[src/hw/spr_map.vh]
// register offsets, field positions, reset values and timing counts of the serial port
`ifndef SPR_MAP_VH
`define SPR_MAP_VH

`define SPR_ADDR_W          2
`define SPR_OFS_DIVIDER     2'h0
`define SPR_OFS_CONTROL     2'h1
`define SPR_OFS_DATA        2'h2
`define SPR_OFS_STATUS      2'h3

`define SPR_CTL_ENABLE      0
`define SPR_CTL_MASTER      1
`define SPR_CTL_POLARITY    2
`define SPR_CTL_PHASE       3

`define SPR_STS_RX_VALID    0
`define SPR_STS_BUSY        1
`define SPR_STS_TX_FULL     2
`define SPR_STS_OVERRUN     3

`define SPR_DIVIDER_RESET   8'h00
`define SPR_CONTROL_RESET   4'h0

`define SPR_LAST_EDGE       4'hf

`define SPR_CLK_PERIOD_NS   100
`define SPR_LAST_HOLD_NS    600
`define SPR_LAST_HOLD_CYC   ((`SPR_LAST_HOLD_NS + `SPR_CLK_PERIOD_NS - 1) / `SPR_CLK_PERIOD_NS)
// sync and edge detect already use three of the hold cycles
`define SPR_LAST_WAIT       3'h3

`endif

[src/hw/spr_buf2.v]
// two-entry valid/ready buffer for received words
`timescale 1ns/1ns
`default_nettype none

module spr_buf2 #(
    parameter W = 8
) (
    input  wire         clk,
    input  wire         rst_n,
    input  wire         ce,
    input  wire         in_valid,
    output wire         in_ready,
    input  wire [W-1:0] in_data,
    output wire         out_valid,
    input  wire         out_ready,
    output wire [W-1:0] out_data
);

    reg [W-1:0] mem_q [0:1];
    reg         wp_q;
    reg         rp_q;
    reg [1:0]   cnt_q;
    wire        push;
    wire        pop;

    assign in_ready  = (cnt_q != 2'h2);
    assign out_valid = (cnt_q != 2'h0);
    assign out_data  = mem_q[rp_q];
    assign push      = in_valid & in_ready;
    assign pop       = out_valid & out_ready;

    always @(posedge clk)
    begin
        if (!rst_n)
        begin
            wp_q  <= 1'b0;
            rp_q  <= 1'b0;
            cnt_q <= 2'h0;
        end
        else if (ce)
        begin
            if (push)
            begin
                mem_q[wp_q] <= in_data;
                wp_q        <= ~wp_q;
            end
            if (pop)
                rp_q <= ~rp_q;
            if (push & ~pop)
                cnt_q <= cnt_q + 2'h1;
            else if (pop & ~push)
                cnt_q <= cnt_q - 2'h1;
        end
    end

endmodule // spr_buf2

`default_nettype wire

[src/hw/spr_core.v]
// serial port with programmable master clock rate and synchronised slave engine
//
// Implementation choices: the plain strobed port and the placing of the registers.
`timescale 1ns/1ns
`default_nettype none
`include "spr_map.vh"

// Overview of operation
// RULE_01: master clock period is two times (divider plus one) core clocks, divider 0..255.
// RULE_02: polarity select one inverts the serial clock, including its idle level.
// RULE_03: external master lowers select two core clocks before first serial edge.
// RULE_04: external master waits two core clocks after last edge before raising select.
// RULE_05: slave output valid within four core clocks after select falls.
// RULE_06: slave output released within four core clocks after select rises.
// RULE_07: external serial clock phases last at least five core clocks each.
// RULE_08: external data stable two core clocks around each sampling edge.
// RULE_09: slave output updates within four core clocks after each shifting edge.
// RULE_10: phase one slave output changes six to eight clocks after final edge.
// RULE_11: serial clock, select and data inputs are synchronised before edge detection.
module spr_core #(
    parameter DW = 8
) (
    input  wire                   SYS_CLK,
    input  wire                   RST_N,
    input  wire                   CE,
    input  wire [`SPR_ADDR_W-1:0] ADDR,
    input  wire [7:0]             WDATA,
    input  wire                   WR,
    input  wire                   RD,
    output reg  [7:0]             RDATA,
    input  wire                   SCK_I,
    output reg                    SCK_O,
    output reg                    SCK_OE,
    input  wire                   MOSI_I,
    output reg                    MOSI_O,
    output reg                    MOSI_OE,
    input  wire                   MISO_I,
    output reg                    MISO_O,
    output reg                    MISO_OE,
    input  wire                   SEL_N_I
);

    localparam ST_IDLE = 1'b0;
    localparam ST_RUN  = 1'b1;
    localparam [2:0] LAST_WAIT = `SPR_LAST_WAIT;

    reg  [7:0]    div_q;
    reg  [3:0]    ctl_q;
    reg  [DW-1:0] tx_q;
    reg           tx_full_q;
    reg           ovr_q;
    reg           st_q;
    reg  [7:0]    hc_q;
    reg  [3:0]    ec_q;
    reg  [DW-1:0] sh_q;
    reg  [DW-1:0] rx_q;
    reg  [2:0]    lh_q;
    reg           lh_on_q;
    reg  [3:0]    s1_q;
    reg  [3:0]    s2_q;
    reg           sck_d_q;
    reg           sel_d_q;

    wire          en       = ctl_q[`SPR_CTL_ENABLE];
    wire          master   = ctl_q[`SPR_CTL_MASTER];
    wire          cpol     = ctl_q[`SPR_CTL_POLARITY];
    wire          cpha     = ctl_q[`SPR_CTL_PHASE];
    wire          sck_s    = s2_q[0];
    wire          sel_n_s  = s2_q[1];
    wire          mosi_s   = s2_q[2];
    wire          miso_s   = s2_q[3];
    wire          slave_on = en & ~master;
    wire          sel_fall = slave_on & sel_d_q & ~sel_n_s;
    wire          sck_edge = slave_on & ~sel_n_s & (sck_s != sck_d_q);
    wire          m_tick   = master & (st_q == ST_RUN) & (hc_q == div_q);
    wire          edge_now = m_tick | sck_edge;
    wire          lead     = ~ec_q[0];
    wire          sample   = edge_now & (lead ^ cpha);
    wire          shift    = edge_now & ~(lead ^ cpha);
    wire          last     = edge_now & (ec_q == `SPR_LAST_EDGE);
    wire          in_bit   = master ? miso_s : mosi_s;
    wire [DW-1:0] rx_nx    = sample ? {rx_q[DW-2:0], in_bit} : rx_q;
    wire          buf_ready;
    wire          rx_valid;
    wire [DW-1:0] rx_data;
    wire          rd_data  = RD & (ADDR == `SPR_OFS_DATA);
    wire          m_start  = en & master & (st_q == ST_IDLE) & tx_full_q & buf_ready;
    wire          s_reload = (sel_fall | (last & ~cpha)) | (lh_on_q & (lh_q == 3'h0));
    wire          take_tx  = m_start | (slave_on & s_reload);
    wire [DW-1:0] next_tx  = tx_full_q ? tx_q : {DW{1'b0}};
    wire          push     = last;

    spr_buf2 #(
        .W(DW)
    ) u_rxbuf (
        .clk       (SYS_CLK),
        .rst_n     (RST_N),
        .ce        (CE),
        .in_valid  (push),
        .in_ready  (buf_ready),
        .in_data   (rx_nx),
        .out_valid (rx_valid),
        .out_ready (rd_data),
        .out_data  (rx_data)
    );

    // pins from the far side pass two flops before any logic reads them
    always @(posedge SYS_CLK)
    begin
        if (!RST_N)
        begin
            s1_q    <= 4'h2;
            s2_q    <= 4'h2;
            sck_d_q <= 1'b0;
            sel_d_q <= 1'b1;
        end
        else if (CE)
        begin
            s1_q    <= {MISO_I, MOSI_I, SEL_N_I, SCK_I};   // [RULE_11]
            s2_q    <= s1_q;                               // [RULE_11]
            sck_d_q <= sck_s;
            sel_d_q <= sel_n_s;
        end
    end

    // register file
    always @(posedge SYS_CLK)
    begin
        if (!RST_N)
        begin
            div_q     <= `SPR_DIVIDER_RESET;
            ctl_q     <= `SPR_CONTROL_RESET;
            tx_q      <= {DW{1'b0}};
            tx_full_q <= 1'b0;
            ovr_q     <= 1'b0;
            RDATA     <= 8'h00;
        end
        else if (CE)
        begin
            if (WR && ADDR == `SPR_OFS_DIVIDER)
                div_q <= WDATA;
            else if (WR && ADDR == `SPR_OFS_CONTROL)
                ctl_q <= WDATA[3:0];
            if (WR && ADDR == `SPR_OFS_DATA)
            begin
                tx_q      <= WDATA;
                tx_full_q <= 1'b1;
            end
            else if (take_tx)
                tx_full_q <= 1'b0;
            // a new overrun wins over a clear in the same cycle
            if (slave_on && push && !buf_ready)
                ovr_q <= 1'b1;
            else if (WR && ADDR == `SPR_OFS_STATUS && WDATA[`SPR_STS_OVERRUN])
                ovr_q <= 1'b0;
            if (!RD)
                RDATA <= 8'h00;
            else if (ADDR == `SPR_OFS_DIVIDER)
                RDATA <= div_q;
            else if (ADDR == `SPR_OFS_CONTROL)
                RDATA <= {4'h0, ctl_q};
            else if (ADDR == `SPR_OFS_DATA)
                RDATA <= rx_valid ? rx_data : 8'h00;
            else
                RDATA <= {4'h0, ovr_q, tx_full_q, (st_q == ST_RUN), rx_valid};
        end
    end

    // shift engine shared by master and slave
    always @(posedge SYS_CLK)
    begin
        if (!RST_N)
        begin
            st_q    <= ST_IDLE;
            hc_q    <= 8'h00;
            ec_q    <= 4'h0;
            sh_q    <= {DW{1'b0}};
            rx_q    <= {DW{1'b0}};
            lh_q    <= 3'h0;
            lh_on_q <= 1'b0;
            SCK_O   <= 1'b0;
            SCK_OE  <= 1'b0;
            MOSI_O  <= 1'b0;
            MOSI_OE <= 1'b0;
            MISO_O  <= 1'b0;
            MISO_OE <= 1'b0;
        end
        else if (CE)
        begin
            SCK_OE  <= en & master;
            MOSI_OE <= en & master;
            MISO_OE <= slave_on & ~sel_n_s;                // [RULE_05] [RULE_06]
            rx_q    <= rx_nx;
            case (st_q)
                ST_IDLE:
                begin
                    SCK_O <= cpol;                         // [RULE_02]
                    hc_q  <= 8'h00;
                    if (m_start)
                    begin
                        st_q   <= ST_RUN;
                        ec_q   <= 4'h0;
                        MOSI_O <= tx_q[DW-1];
                        sh_q   <= cpha ? tx_q : {tx_q[DW-2:0], 1'b0};
                    end
                    else if (slave_on)
                    begin
                        if (sel_n_s)
                        begin
                            ec_q    <= 4'h0;
                            lh_on_q <= 1'b0;
                        end
                        else if (edge_now)
                            ec_q <= ec_q + 4'h1;
                        if (s_reload)
                        begin
                            lh_on_q <= 1'b0;
                            MISO_O  <= next_tx[DW-1];     // [RULE_05] [RULE_10]
                            sh_q    <= cpha ? next_tx : {next_tx[DW-2:0], 1'b0};
                        end
                        else if (shift)
                        begin
                            MISO_O <= sh_q[DW-1];         // [RULE_09]
                            sh_q   <= {sh_q[DW-2:0], 1'b0};
                        end
                        // phase one holds the last bit a fixed while after the final edge
                        if (last && cpha)
                        begin
                            lh_on_q <= 1'b1;
                            lh_q    <= LAST_WAIT;         // [RULE_10]
                        end
                        else if (lh_on_q && lh_q != 3'h0)
                            lh_q <= lh_q - 3'h1;
                    end
                end
                default:
                begin
                    if (!en || !master)
                        st_q <= ST_IDLE;
                    else if (m_tick)
                    begin
                        hc_q  <= 8'h00;
                        SCK_O <= ~SCK_O;                   // [RULE_01] [RULE_02]
                        ec_q  <= ec_q + 4'h1;
                        if (shift)
                        begin
                            MOSI_O <= sh_q[DW-1];
                            sh_q   <= {sh_q[DW-2:0], 1'b0};
                        end
                        if (last)
                            st_q <= ST_IDLE;
                    end
                    else
                        hc_q <= hc_q + 8'h01;              // [RULE_01]
                end
            endcase
        end
    end

endmodule // spr_core

`default_nettype wire

[config.mk]
export PLATFORM = sky130hd
export DESIGN_NAME = spr_core
export DESIGN_NICKNAME = d
export VERILOG_FILES = /design/src/hw/spr_buf2.v /design/src/hw/spr_core.v
export VERILOG_INCLUDE_DIRS = /design/src /design/src/hw
export SDC_FILE = /design/constraint.sdc
export NUM_CORES = 1
export LEC_CHECK = 0
export BUFFER_PORTS_ARGS = -buffer_cell sky130_fd_sc_hd__buf_2
export CAP_MARGIN = 10
export CORE_ASPECT_RATIO = 2
export CORE_MARGIN = 2
export CORE_UTILIZATION = 55
export DETAILED_ROUTE_END_ITERATION = 7
export GPL_TIMING_DRIVEN = 0
export PLACE_DENSITY = 0.73
export SLEW_MARGIN = 0
export SYNTH_ARGS = -nofsm -noshare
export SYNTH_HDL_FRONTEND = slang
export SYNTH_SLANG_ARGS = --single-unit
[constraint.sdc]
create_clock -name SYS_CLK -period 4 [get_ports SYS_CLK]
set_input_delay 0.6 -clock SYS_CLK [delete_from_list [all_inputs] [get_ports SYS_CLK]]
set_output_delay 0.6 -clock SYS_CLK [all_outputs]
set_load 0.02 [all_outputs]
# [Word-level counts from Yosys, hierarchy flattened]
# Memories as Yosys holds them, arrays and structs flattened. A register that Yosys moved wholly into a read port is not among the register bits.
# Index checks and enable logic that the tools add are counted.
[totals] ff_bits=82 memories=1 ram_bits=16 word_cells=181
[classes] addsub=5 eq_ne=10 n_bitwise=40 muxes=58 reduce_logical=42
[memory_table] memory="u_rxbuf.mem_q" depth=2 width=8 read_ports=1 rd_clocked_by_memory_dff=1 write_ports=1 line="spr_buf2.v:19" source="reg [W-1:0] mem_q [0:1];"
[op_table] op="$mux W8" count=19
[op_table] op="$mux W1" count=28
[op_table] op="$mux W4" count=7
[op_table] op="$reduce_and A5 Y1" count=5
[op_table] op="$and A1 B1 Y1" count=22
[op_table] op="$reduce_and A2 Y1" count=8
[op_table] op="$reduce_bool A2 Y1" count=7
[op_table] op="$not A1 Y1" count=13
[op_table] op="$logic_and A1 B1 Y1" count=9
[op_table] op="$reduce_bool A3 Y1" count=3
[op_table] op="$add A8 B1 Y8 const B" count=1
[op_table] op="$eq A8 B8 Y1" count=1
[op_table] op="$mux W3" count=2
[op_table] op="$reduce_and A3 Y1" count=2
[op_table] op="$add A4 B1 Y4 const B" count=1
[op_table] op="$eq A2 B2 Y1 const B" count=2
[op_table] op="$eq A4 B4 Y1 const B" count=1
[op_table] op="$mux W2" count=2
[op_table] op="$ne A2 B1 Y1 const B" count=2
[op_table] op="$ne A2 B2 Y1 const B" count=2
[op_table] op="$or A1 B1 Y1" count=4
[op_table] op="$reduce_and A4 Y1" count=1
[op_table] op="$reduce_bool A4 Y1" count=1
[op_table] op="$logic_not A1 Y1" count=3
[op_table] op="9 further kinds" count=9

# [Longest topological paths before layout]
# Gate-level depths: netlist of the first run.
[logic_depth] depth_word=13 depth_mapped=10

# [Hierarchy]
# A second synthesis of the first run with hierarchy kept.
[unflattened] hier_cells=529 hier_area_um2=4868.4
[by_module_without_submodules] module="spr_core" cells_each=477 area_per_inst_um2=4036.4 instances=1
[by_module_without_submodules] module="spr_buf2" cells_each=52 area_per_inst_um2=832.0 instances=1

# [Least setup slack after synthesis of the first run]
# Ideal clock, no wire load.
[synth_timing] kind="register -> register" startpoint="reg hc_q[4]" endpoint="mem u_rxbuf.mem_q[0][0] (enable)" path_buffers=0 arrival_ns=2.040 period_less_slack_ns=2.410 stages_incl_launch_ff=7 setup_slack_ns=1.590 path_cell_list="dfxtp_1 > xor2_1 > nor3_1 > a31oi_2 > nor4_1 > nand2_1 > nor2_1"
[synth_via] elab_chain_len=9
[synth_rtl] element="from (decl)" line="spr_core.v:53" source="reg [7:0] hc_q;"
[synth_rtl] element="from (signal assigned)" line="spr_core.v:254" source="hc_q <= hc_q + 8'h01;"
[synth_rtl] element="$eq A8 B8 Y1" line="spr_core.v:75" source="wire m_tick = master & (st_q == ST_RUN) & (hc_q == div_q);"
[synth_rtl] element="$and A1 B1 Y1" line="spr_core.v:75"
[synth_rtl] element="$or A1 B1 Y1" line="spr_core.v:76" source="wire edge_now = m_tick | sck_edge;"
[synth_rtl] element="$and A1 B1 Y1" line="spr_core.v:80" source="wire last = edge_now & (ec_q == `SPR_LAST_EDGE);"
[synth_rtl] element="$and A1 B1 Y1" line="spr_buf2.v:29" source="assign push = in_valid & in_ready;"
[synth_rtl] element="$mux W1" line="spr_buf2.v:42" source="if (push)"
[synth_rtl] element="$mux W1" line="spr_buf2.v:40" source="else if (ce)"
[synth_rtl] element="$mux W1" line="spr_buf2.v:34" source="if (!rst_n)"
[synth_rtl] element="$mux W1 (not written as such)" line="spr_buf2.v:44" source="mem_q[wp_q] <= in_data;"
[synth_rtl] element="to (decl)" line="spr_buf2.v:19"
# Every way passes these cells.

# [Worst setup path after layout of the first run]
[layout_timing] startpoint="reg div_q[4]" endpoint="mem u_rxbuf.mem_q[0][5] (enable)"
[layout_via] elab_chain_len=9
[layout_rtl] element="from (decl)" line="spr_core.v:47" source="reg [7:0] div_q;"
[layout_rtl] element="from (signal assigned)" line="spr_core.v:131" source="div_q <= `SPR_DIVIDER_RESET;"
[layout_rtl] element="$eq A8 B8 Y1" line="spr_core.v:75"
[layout_rtl] element="$and A1 B1 Y1" line="spr_core.v:75"
[layout_rtl] element="$or A1 B1 Y1" line="spr_core.v:76"
[layout_rtl] element="$and A1 B1 Y1" line="spr_core.v:80"
[layout_rtl] element="$and A1 B1 Y1" line="spr_buf2.v:29"
[layout_rtl] element="$mux W1" line="spr_buf2.v:42"
[layout_rtl] element="$mux W1" line="spr_buf2.v:40"
[layout_rtl] element="$mux W1" line="spr_buf2.v:34"
[layout_rtl] element="$mux W1 (not written as such)" line="spr_buf2.v:44"
# Every way passes these cells.

==> impl.org, run 1 <==
** Run status
- Status :: finished, final reports clean

** Logic synthesis
- Flip-flop and latch count after synthesis :: between 90 and 100
- During synthesis, Yosys emitted a total of 0 warnings.
- Share of flip-flops with an asynchronous set or reset after synthesis :: 0
- Main flop type after synthesis :: dfxtp_1
- Synthesis produced 535 cells.
- Combinational family with the most area after synthesis :: simple AND/OR/NAND/NOR gates
- Library cell with the largest summed area after synthesis :: dfxtp_1
- Each instance of the synthesized netlist takes up on average slightly below 9 sq um.
- Of the total synthesized cell area, the portion taken by full adders, half adders and majority gates is 0.01307.
- Yosys instantiated no cell more often than dfxtp_1.
- Multiplexer fraction of the synthesized cell area :: 0.09825
- Sequential share of the synthesized area :: 0.4473
- Ranked by total cell area, the synthesized netlist is headed by dfxtp_1, edfxtp_1, mux2i_1.
- The number of nets in the synthesized netlist is roughly 560.
- Cell area after technology mapping :: between 0.004 and 0.005 sq mm
- Number of flops mapped to enable cells by yosys :: 16
- Post-synth top area share :: 0.3470
- The commonest cells after synthesis are dfxtp_1, nand2_1, nor2_1.
- Of the total synthesized cell area, the portion taken by AND, OR, NAND and NOR gates is 0.2164.
- Post-synthesis cell type count :: 60
- Compound-gate portion of the synthesized area :: 0.1489
- Of the total synthesized cell area, the portion taken by XOR and XNOR cells is 0.04390.

** Route
- Number of DRC violations after detailed routing :: 0
- The final route contains a little over 4,000 vias.
- Post-detailed-routing wire length :: ~13 mm
- After detailed routing, the number of vias per cell comes to 5.993.
- Number of design-rule violations left by the first detailed-router iteration :: approximately 220
- Wirelength per Cell :: roughly 19 um
- Detailed-routing iteration count for the pre-antenna-repair pass :: 5
- Number of nets with antenna violations after detailed routing :: 0

** Clock network
- At the later pin of the worst-skew pair, clock insertion delay measures 0.35 ns.
- After clock tree synthesis, the clock-pin slew on the worst setup and hold paths is roughly 0.080 ns.
- Clock tree from TritonCTS :: done
- Number of buffers inserted to repair setup after CTS :: 0
- Clock Tree Buf Depth :: 2
- Clock Root Buffer :: clkbuf_16
- Count of clock tree sinks :: just under 100
- Total number of H-tree levels :: 3
- Once the clock tree was built, the resizer swapped 0 gates to a different size.
- Post-cts hold buffer count :: 0
- CTS Buf Count :: 9

** Timing
- Slew Limit Fails :: 0
- The count of final hold-check violations is 0.
- Hold Slack :: approximately 0.48 ns
- Setup TNS after final layout :: 0 ns
- In the finished design, the share of the clock period the worst path needs comes to 0.7680.
- Final critical delay including setup and external delays :: 3.072 ns
- Worst-margin pin slew :: around 0.76 ns
- The worst pin sits at a relative slew slack of 0.4875.
- Final setup viols :: 0
- Clock Skew :: about 0.012 ns
- Fmax :: 325.5 MHz
- Setup repair after global routing missed its margin :: false

** Pwr
- Power per cell area :: ~380 mW/mm^2
- Post-layout total power :: ~2.0 mW
- Reg power frac :: 0.508
- The share of total power dissipated in the clock network is 0.441.
- Summed over all cells, the static leakage comes to 2.045 nW.
- Switching power of the nets :: ~0.48 mW
- IR analysis of the VDD net gives a maximum drop of 0.3300 mV.
- Switch share :: 0.2366
- The share of total power dissipated in combinational logic is 0.052.
- Internal cell power :: around 1.5 mW

** Final layout
- Non-filler instance count after layout :: 681
- From synthesis to final layout, the design area changed by 12.26%.
- # diodes :: 0
- The net count of the finished layout is 600.
- Share of layout cells above drive strength 1 :: 0.1411

** Critical path
- In this design, the stage delay of the slowest critical-path cell is 0.69 ns.
- STA classifies the critical path startpoint as a register.
- The worst setup path is captured at a register.
- Cell Chain, Critical Path :: xor2_1, nor3_1, a31oi_2, nor4_1, nand2_1, nor2_1
- Worst Path Required :: between 3 and 4 ns
- The critical path contains buffers and inverters numbering 0 combined.
- Of all nets on the critical path, the largest fanout is 10.
- STA puts the critical path data arrival time at roughly 3.1 ns.
- The largest individual stage delay along the critical path comes from the cell nor4_1.
- The worst setup path is of the register to register kind.
- Among cell families on the critical path, the largest total delay comes from simple AND/OR/NAND/NOR gates.

** Global routing
- The first global-routing pass estimated roughly 20 mm of wire.
- After global routing the overflow that remains totals 0.
- The via count of the first global-routing pass is 4,004.
- For this run, the total global-route usage over all layers was measured as 0.2742.
- The number of antenna violations at the first check in global routing was 0.
- Largest net degree at the start of global routing :: 19

** Floorplanning
- In this run the vertical extent of the chip is roughly 140 um.
- Overall die width :: 69.98 um
- In this run the core area contains 48 standard-cell rows.
- Initial Utilization :: 0.5615
- 33 I/O pins were placed.
- Core area :: roughly 0.0085 sq mm
- The die covers between 0.009 and 0.01 sq mm.

** Run
- Max-capacitance violation count :: 0

** Placed design
- RD Place Congestion :: between 0.9 and 1
- Detailed placement ended at an HPWL of approximately 9.7 mm.
- Counting tap cells, the placed design contains a total of ~670 instances.
- In this run the tool buffered the top-level ports with 30 buffer cells.

** Min path
- Worst min-delay path class :: register to register
==> through the flow <==
step	area [sq um]	util	worst slack [ns]
2_1_floorplan	4788	-	1.590
3_3_place_gp	5064	0.5938	1.075
3_5_place_dp	5064	0.5938	1.035
4_1_cts	5375	0.6303	0.9332
5_1_grt	5375	0.6303	0.6641
6_report	5375	0.6303	0.9281
==> worst paths after layout <==
path	start	endpoint	slack [ns]	depth (start not counted)
setup / recovery	div_q[4]	u_rxbuf.mem_q[0][5]	0.93	6
setup reg to reg	div_q[4]	u_rxbuf.mem_q[0][5]	0.93	6
hold / removal	tx_q[3]	tx_q[3]	0.48	2
hold reg to reg	tx_q[3]	tx_q[3]	0.48	2
==> tightest hold or removal path: cells and delay by family (launching register included) <==
family / cells / cell delay, ns
AND/OR/NAND/NOR: 1 / 0.06
AO/OA/AOI/OAI: 1 / 0.05
flip-flops: 1 / 0.33
==> state kept, by name (all words and copies together) (netlist names), 3 cells and up, named ones only <==
signal	cells
RDATA	8
ctl_q	4
div_q	8
ec_q	4
hc_q	8
lh_q	3
rx_q	8
s1_q	4
s2_q	4
sh_q	8
tx_q	8
u_rxbuf.mem_q	16
==> cells by family after synthesis <==
logic type,after synthesis
xor gates and xnor gates,24
buffers and inverters,37
DFF,99
muxes,45
and+or+nand+nor,220
AOI/OAI and AO/OA,105
adders and majority gates,5
==> cell type report <==
type / instances / area (sq um)
plain buffers: 30 / 127.6
clock buffers: 9 / 225.2
clock inverters: 7 / 86.33
fillers: 754 / 3153
inverters: 7 / 26.28
multi-input cells: 399 / 2492
flip-flops and latches: 99 / 2142
well taps: 100 / 125.1
repair buffers: 30 / 150.1
==> power by group through the flow <==
| stage | Sequential (mW) | Combinational (mW) | Clock [mW] |
|---|---|---|---|
| floorplan | 1.05 | 0.0658 | 0 |
| detailed placement | 1.05 | 0.103 | 0 |
| CTS | 1.03 | 0.103 | 0.898 |
| global route | 1.03 | 0.113 | 0.942 |
| global placement | 1.05 | 0.101 | 0 |
| finish | 1.03 | 0.104 | 0.893 |
==> per-layer routing <==
layer  GRT usage  share of wire  vias up
met5           0              0        -
met4      0.1667          0.053        0
met3     0.04448          0.035       46
met2      0.5296           0.56      128
met1      0.2634           0.36     1916
li1            -              -     1991
==> cells in the final DEF (no fill, tap or decap), drive strengths merged, types with 16 or more instances in the layout <==
cell    count
mux2       16
a21oi      39
clkbuf     30
buf        39
mux2i      29
nor2       69
nand2      75
dfxtp      83
edfxtp     16
a211oi     17
Note: power is estimated with default switching activity, not from simulation.
==> run 2, diff against run 1 <==
Clock period 4 ns to 2.88 ns, I/O delays scaled along.
==> run 2 against run 1 <==
Effect of this change:
- critical path depth grew 2
- via count shrank 0.59%
- die area stayed put
- maximum frequency up 15%
- clock-buffer cell count unchanged
- first-iteration DRC count is 6.3% higher
- register-to-register slack got worse by 0.71 ns
- cell count is the same
==> impl.org, run 2 (synthesis results as in run 1) <==
** Final layout
- Largest register FFs :: 16
- Non-filler instance count after layout :: between 600 and 700
- Register with the most flip-flops :: u_rxbuf.mem_q
- The library cell used most frequently in the layout, excluding fill and tap cells, is dfxtp_1.
- The finished cells cover between 0.005 and 0.006 sq mm.
- The repair_antennas step left the layout with diodes totalling 0.
- The final layout contains 600 nets.
- Area delta synth->final :: 12.73%
- Final core utilization :: 0.6329
- Share of layout cells above drive strength 1 :: 0.1446
- In the layout the commonest cells are dfxtp_1, nand2_1, nor2_1.

** Pwr
- Post-layout total power :: 2.819 mW
- Power spread over the standard cell area amounts to between 500 and 600 mW/mm^2.
- Worst VDD drop :: 0.4570 mV
- Leakage power :: roughly 2 nW

** Floorplanning
- Core area :: about 0.0085 sq mm
- For this configuration, the core starts out at a cell density of 0.5615.
- Total Die Area :: between 0.009 and 0.01 sq mm
- Number of top-level design ports :: 33
- Measured along the y axis, the die boundary spans ~140 um.
- In this run the core area contains 48 standard-cell rows.
- The die is roughly 70 um wide.

** Timing
- Setup violations remaining at the end of the flow were counted as 0.
- At the pin with the least slew margin, the transition time is 0.7937 ns.
- Setup repair after global routing left no endpoint under its margin.
- Dividing the final minimum period by the clock period gives 0.9244.
- Endpoints failing hold :: 0
- Setup TNS after final layout :: 0 ns
- Hold Slack :: ~0.31 ns
- Max-slew headroom :: 0.4684
- Post-route worst setup slack :: 0.2177 ns
- For the final database, setup skew stands at ~0.013 ns.
- Subtracting the final worst setup slack from the clock period gives approximately 2.7 ns.
- Slew Limit Fails :: 0
- Fmax :: around 380 MHz

** Global routing
- The total overflow left after global routing is 0.
- For this run, the total global-route usage over all layers was measured as 0.2748.
- First-pass GRT wire length :: between 15 and 20 mm
- Vias in the first global route :: between 4,000 and 5,000
- Entering global routing, the biggest net connects 19 pins.
- The number of antenna violations at the first check in global routing came to 0.

** Clock network
- Count of clock tree sinks :: between 90 and 100
- Buffers added to address setup during post-CTS repair amount to 0.
- CTS clk-pin slew, worst paths :: 0.08 ns
- TritonCTS built the clock tree.
- Buffers inserted during clock tree synthesis total 9.
- In this run the deepest clock path goes through 2 buffers.
- Post-CTS repair changed the size of 2 cells.
- The H-tree was split into 3 levels.
- Post-cts hold buffer count :: 0
- The later pin in the worst-skew pair is clocked with a latency of 0.35 ns.
- The tree is rooted in a clkbuf_16.

** Route
- Wirelength per Cell :: around 19 um
- In the routed layout, each cell is associated on average with a via count of 5.957.
- Vias :: 4,057
- For this run, design rule violations remaining after detail routing come to 0.
- The first detailed-routing pass ran for 5 iterations.
- In this run the remaining antenna-violating nets after routing total 0.
- In the detailed route, the total length drawn on met3 is ~430 um.
- In the detailed route, the total length drawn on met2 is around 7.1 mm.
- Number of design-rule violations left by the first detailed-router iteration :: 235
- Met1 wire length :: ~4.5 mm
- Wires add up to approximately 13 mm.
- The detailed router used layers up to and including met4.

** Run status
- Status :: finished, final reports clean

** Critical path
- The cell family contributing the most delay on the critical path is compound AO/OA/AOI/OAI gates.
- Counting both buffers and inverters, the worst setup path holds a total of 2.
- The critical path goes through clkbuf_2, nor2b_1, nor2_2, o21ai_0, a211o_1, buf_2, o2111ai_1, o311ai_0.
- Startpoint types :: register
- Type of destination of the critical path :: register
- On the worst path, the slowest cell contributes a delay of 0.52 ns.
- The critical path is of the register to register type.
- Critical path arrival :: ~2.9 ns
- Number of cells traversed by the worst register-to-register path :: 8
- Worst path slowest cell :: o21ai_0
- Maximum fanout encountered on the critical timing path :: 10
- In this run the number of cells on the critical path is 8.
- For the worst setup path, the data required time is 3.12 ns.

** Placed design
- RD Place Congestion :: 0.9714
- Worst setup timing slack at the placement stage :: -0.08494 ns
- Summed over all nets, the half-perimeter wirelength after detailed placement is just under 10 mm.
- Count of placed standard cells including taps :: between 600 and 700
- Port buffering added 30 buffers.
- In this run the cell area measured after placement is roughly 0.005 sq mm.

** Min path
- The worst hold path passes through 3 cells.
- The path class of the tightest hold or removal check is input port to register.

** Run
- Across the run, the number of max-cap violations was 0.
## run 2: worst paths after layout
check | startpoint | slack (ns) | end
max | u_rxbuf.cnt_q[0] | 0.22 | sh_q[3]
min | SEL_N_I | 0.31 | s1_q[1]
max reg2reg | u_rxbuf.cnt_q[0] | 0.22 | sh_q[3]
min reg2reg | tx_q[3] | 0.48 | tx_q[3]
## run 2: cell type report
class                           instances  area, sq um
Tap cell                              100        125.1
Buffer                                 30        127.6
Clock buffer                            9        225.2
Multi-Input combinational cell        399         2515
Sequential cell                        99         2142
Clock inverter                          7        86.33
Fill cell                             749         3131
Inverter                                7        26.28
Timing Repair Buffer                   30        150.1
## run 2: power breakdown
group	total, mW	leakage [nW]	internal, mW	switching, mW
Combinational	0.145	1.06	0.0467	0.0987
Clock	1.24	0.148	0.689	0.556
Sequential	1.43	0.833	1.41	0.0153
Total	2.82	2.04	2.15	0.670
## run 2: layer usage
layer,vias up,global-route usage
li1,1993,-
met5,-,0
met1,1906,0.2634
met4,0,0.1645
met3,46,0.04744
met2,112,0.5307
## run 2: worst min-delay path: stages
cell and delay [ns]:
buf_2 0.07, mux2i_1 0.06, nand2_1 0.06
==> run 3, diff against run 2 <==
Settings changed: RECOVER_POWER set to 50.
==> run 3 against run 2 <==
Effect of this change:
- sequential power barely moved
- via count rose by 0.74%
- wire length down 0.31%
- clock-buffer cell count unchanged
- global-route usage unchanged
- maximum frequency grew 1.1%
- die area unchanged
- critical path type is now input port to register
- critical endpoint unchanged
- largest power group unchanged
==> impl.org, run 3 (synthesis results as in run 1) <==
** Run
- Max-capacitance violation count :: 0

** Min path
- End of the worst hold path :: s1_q[1]
- Counting instances, the worst hold path has a depth of 3.
- Worst min-delay path class :: input port to register
- Hold path startpoint :: SEL_N_I

** Final layout
- Share of layout cells above drive strength 1 :: 0.1170
- From synthesis to final layout, the design area changed by 12.31%.
- In the layout the commonest cells are dfxtp_1, nand2_1, nor2_1.
- The register with the most flip-flops in the layout has 16 of them.
- Across the whole layout, storage elements account for ~0.0021 sq mm.
- Footprint of the multi-input gates :: between 0.002 and 0.003 sq mm
- In the final design database the tool counted 600 nets.
- Non-filler instance count after layout :: a little under 700
- Register with the most flip-flops :: u_rxbuf.mem_q
- Most common library cell in the layout ignoring fill and taps :: dfxtp_1
- Fill cells :: roughly 760
- # diodes :: 0

** Pwr
- Power per cell area :: 523.5 mW/mm^2
- Summed over all cells, the static leakage comes to 1.978 nW.
- Power comes to approximately 2.8 mW.
- IR analysis of the VDD net gives a maximum drop of around 0.46 mV.

** Clock network
- Clock Root Buffer :: clkbuf_16
- CTS Buf Count :: 9
- Clock Tree Buf Depth :: 2
- Clock tree from TritonCTS :: done
- Total number of H-tree levels :: 3
- The clock net in this run drives a total of just under 100 sinks.
- CTS clk-pin slew, worst paths :: roughly 0.080 ns
- Clock latency reported for the late side of the worst-skew pair :: ~0.35 ns

** Placed design
- After legalization and detailed placement, the total HPWL measured 9.659 mm.
- The count of buffers added on input and output ports is 30.
- Counting tap cells, the placed design contains a total of around 670 instances.
- RD Place Congestion :: 0.9714

** Floorplanning
- Number of top-level design ports :: 33
- Core area :: ~0.0085 sq mm
- Overall die width :: around 70 um
- Initial Utilization :: 0.5615
- The die covers between 0.009 and 0.01 sq mm.
- Row cnt :: 48
- Overall die height :: between 100 and 150 um

** Critical path
- Critical setup path kind :: input port to register
- Worst flop-to-flop path startpoint :: div_q[4]
- Flop2flop setup slack :: about 0.25 ns
- Number of stages on the worst setup path :: 8
- Maximum fanout encountered on the critical timing path :: 10
- Capture instance of the worst register-to-register path :: u_rxbuf.mem_q[1][1]
- STA classifies the critical path startpoint as an input port.
- Critical path arrival :: 2.85 ns
- STA classifies the critical path endpoint as a register.
- The critical path goes through clkbuf_1, inv_1, a21oi_1, nand4_1, a211o_1, buf_2, o2111ai_1, o311ai_0.
- CP delay by family, top :: compound AO/OA/AOI/OAI gates
- Buffer and inverter count on the worst path :: 3
- Longest individual stage delay on the worst path :: 0.53 ns
- Measured in cells, the most critical reg-to-reg path has a length of 5.
- The slowest stage of the critical path is the a21oi_1 cell.
- Worst Path Required :: 3.09 ns

** Timing
- At the pin with the least slew margin, the transition time is slightly below 0.8 ns.
- Final setup viols :: 0
- Max-slew headroom :: 0.4775
- The number of slew-limit violations in the final report is 0.
- Setup repair after global routing missed its margin :: false
- Part of the cycle the worst path needs :: 0.9146
- The routed design could run at a clock period as short as between 2 and 3 ns.
- Endpoints failing hold :: 0
- Static timing analysis puts the maximum clock frequency at 379.6 MHz.
- Between clock sinks in the finished design, the worst skew comes to 0.01356 ns.

** Global routing
- The number of antenna violations at the first check in global routing is 0.
- Global-route total usage across every layer :: 0.2748
- Remaining global-route overflow :: 0
- First-pass GRT wire length :: 19.98 mm
- Vias in the first global route :: between 4,000 and 5,000
- Entering global routing, the biggest net connects 19 pins.

** Route
- The first detailed-routing pass ran for 5 iterations.
- Number of design-rule violations left by the first detailed-router iteration :: ~230
- After detailed routing, the number of remaining DRC violations is 0.
- Detailed routing inserted a total of a little over 4,000 vias.
- After detailed routing, the average wire length per cell comes to roughly 19 um.
- Post-detailed-routing wire length :: between 10 and 15 mm
- Detailed-route vias per instance :: about 6.0
- Number of nets with antenna violations after detailed routing :: 0

** Run status
- The flow ran to the end, and the final reports show no timing, DRC or antenna violations.
[run 3: cell count changes in the layout (fill, tap and decap cells not counted), sizes merged]
cell	previous run	this run
buf	39	21
clkbuf	30	48
[run 3: metal layers]
layer / global-route usage / vias to the layer above / routed length, um
li1: - / 1991 / -
met1: 0.2634 / 1933 / 4545
met2: 0.5307 / 115 / 6993
met3: 0.04744 / 48 / 425
met4: 0.1645 / 0 / 724
met5: 0 / - / 0
[run 3: worst max-delay path by stage]
stage / from / to / slack [ns]
final: CE / sh_q[3] / 0.25
after global routing: u_rxbuf.cnt_q[0] / ec_q[3] / 0.05
after CTS: ctl_q[0] / u_rxbuf.mem_q[0][2] / 0.16
after detailed placement: ctl_q[0] / u_rxbuf.mem_q[0][5] / -0.08
after global placement: ctl_q[0] / u_rxbuf.mem_q[0][6] / -0.05
after floorplan: hc_q[4] / u_rxbuf.mem_q[0][0] / 0.47
[run 3: final cells by class]
| type | count | area share |
|---|---|---|
| clock buffer | 9 | 0.04188 |
| clock inverter | 7 | 0.01605 |
| tap | 100 | 0.02327 |
| inverter | 7 | 0.004886 |
| buffer | 30 | 0.02327 |
| timing repair buffer | 30 | 0.02466 |
| multi-input combinational | 399 | 0.4677 |
| sequential | 99 | 0.3983 |
[run 3: timing repair]
action / CTS / global route
hold buffers: 0 / 0
setup endpoints to repair: 8 / 16
setup buffers: 0 / 0
resized for setup: 2 / 2
[run 3: worst register-to-register path, cell delays in order, from the launching register on]
cell,delay (ns)
dfxtp_1,0.47
xor2_1,0.12
nor3_1,0.42
a31oi_2,0.38
nor4_4,0.45
and3_1,0.44
[run 3: power by group]
part	switching [mW]	leakage, nW	internal [mW]	total, mW
logic	0.0985	0.996	0.0458	0.144
clock network	0.553	0.148	0.689	1.24
registers	0.0155	0.833	1.41	1.43
[run 3: metrics by stage]
step	hold WS [ns]	worst slack, ns	util	TNS [ns]	instance area, sq um
after global routing	0.3133	0.05458	0.6306	0	5378
after detailed placement	0.4630	-0.08494	0.5938	-0.6772	5064
after global placement	0.4551	-0.04533	0.5938	-0.3603	5064
after floorplan	0.4413	0.4698	-	0	4788
final	0.3123	0.2460	0.6306	0	5378
after CTS	0.3142	0.1641	0.6313	0	5384
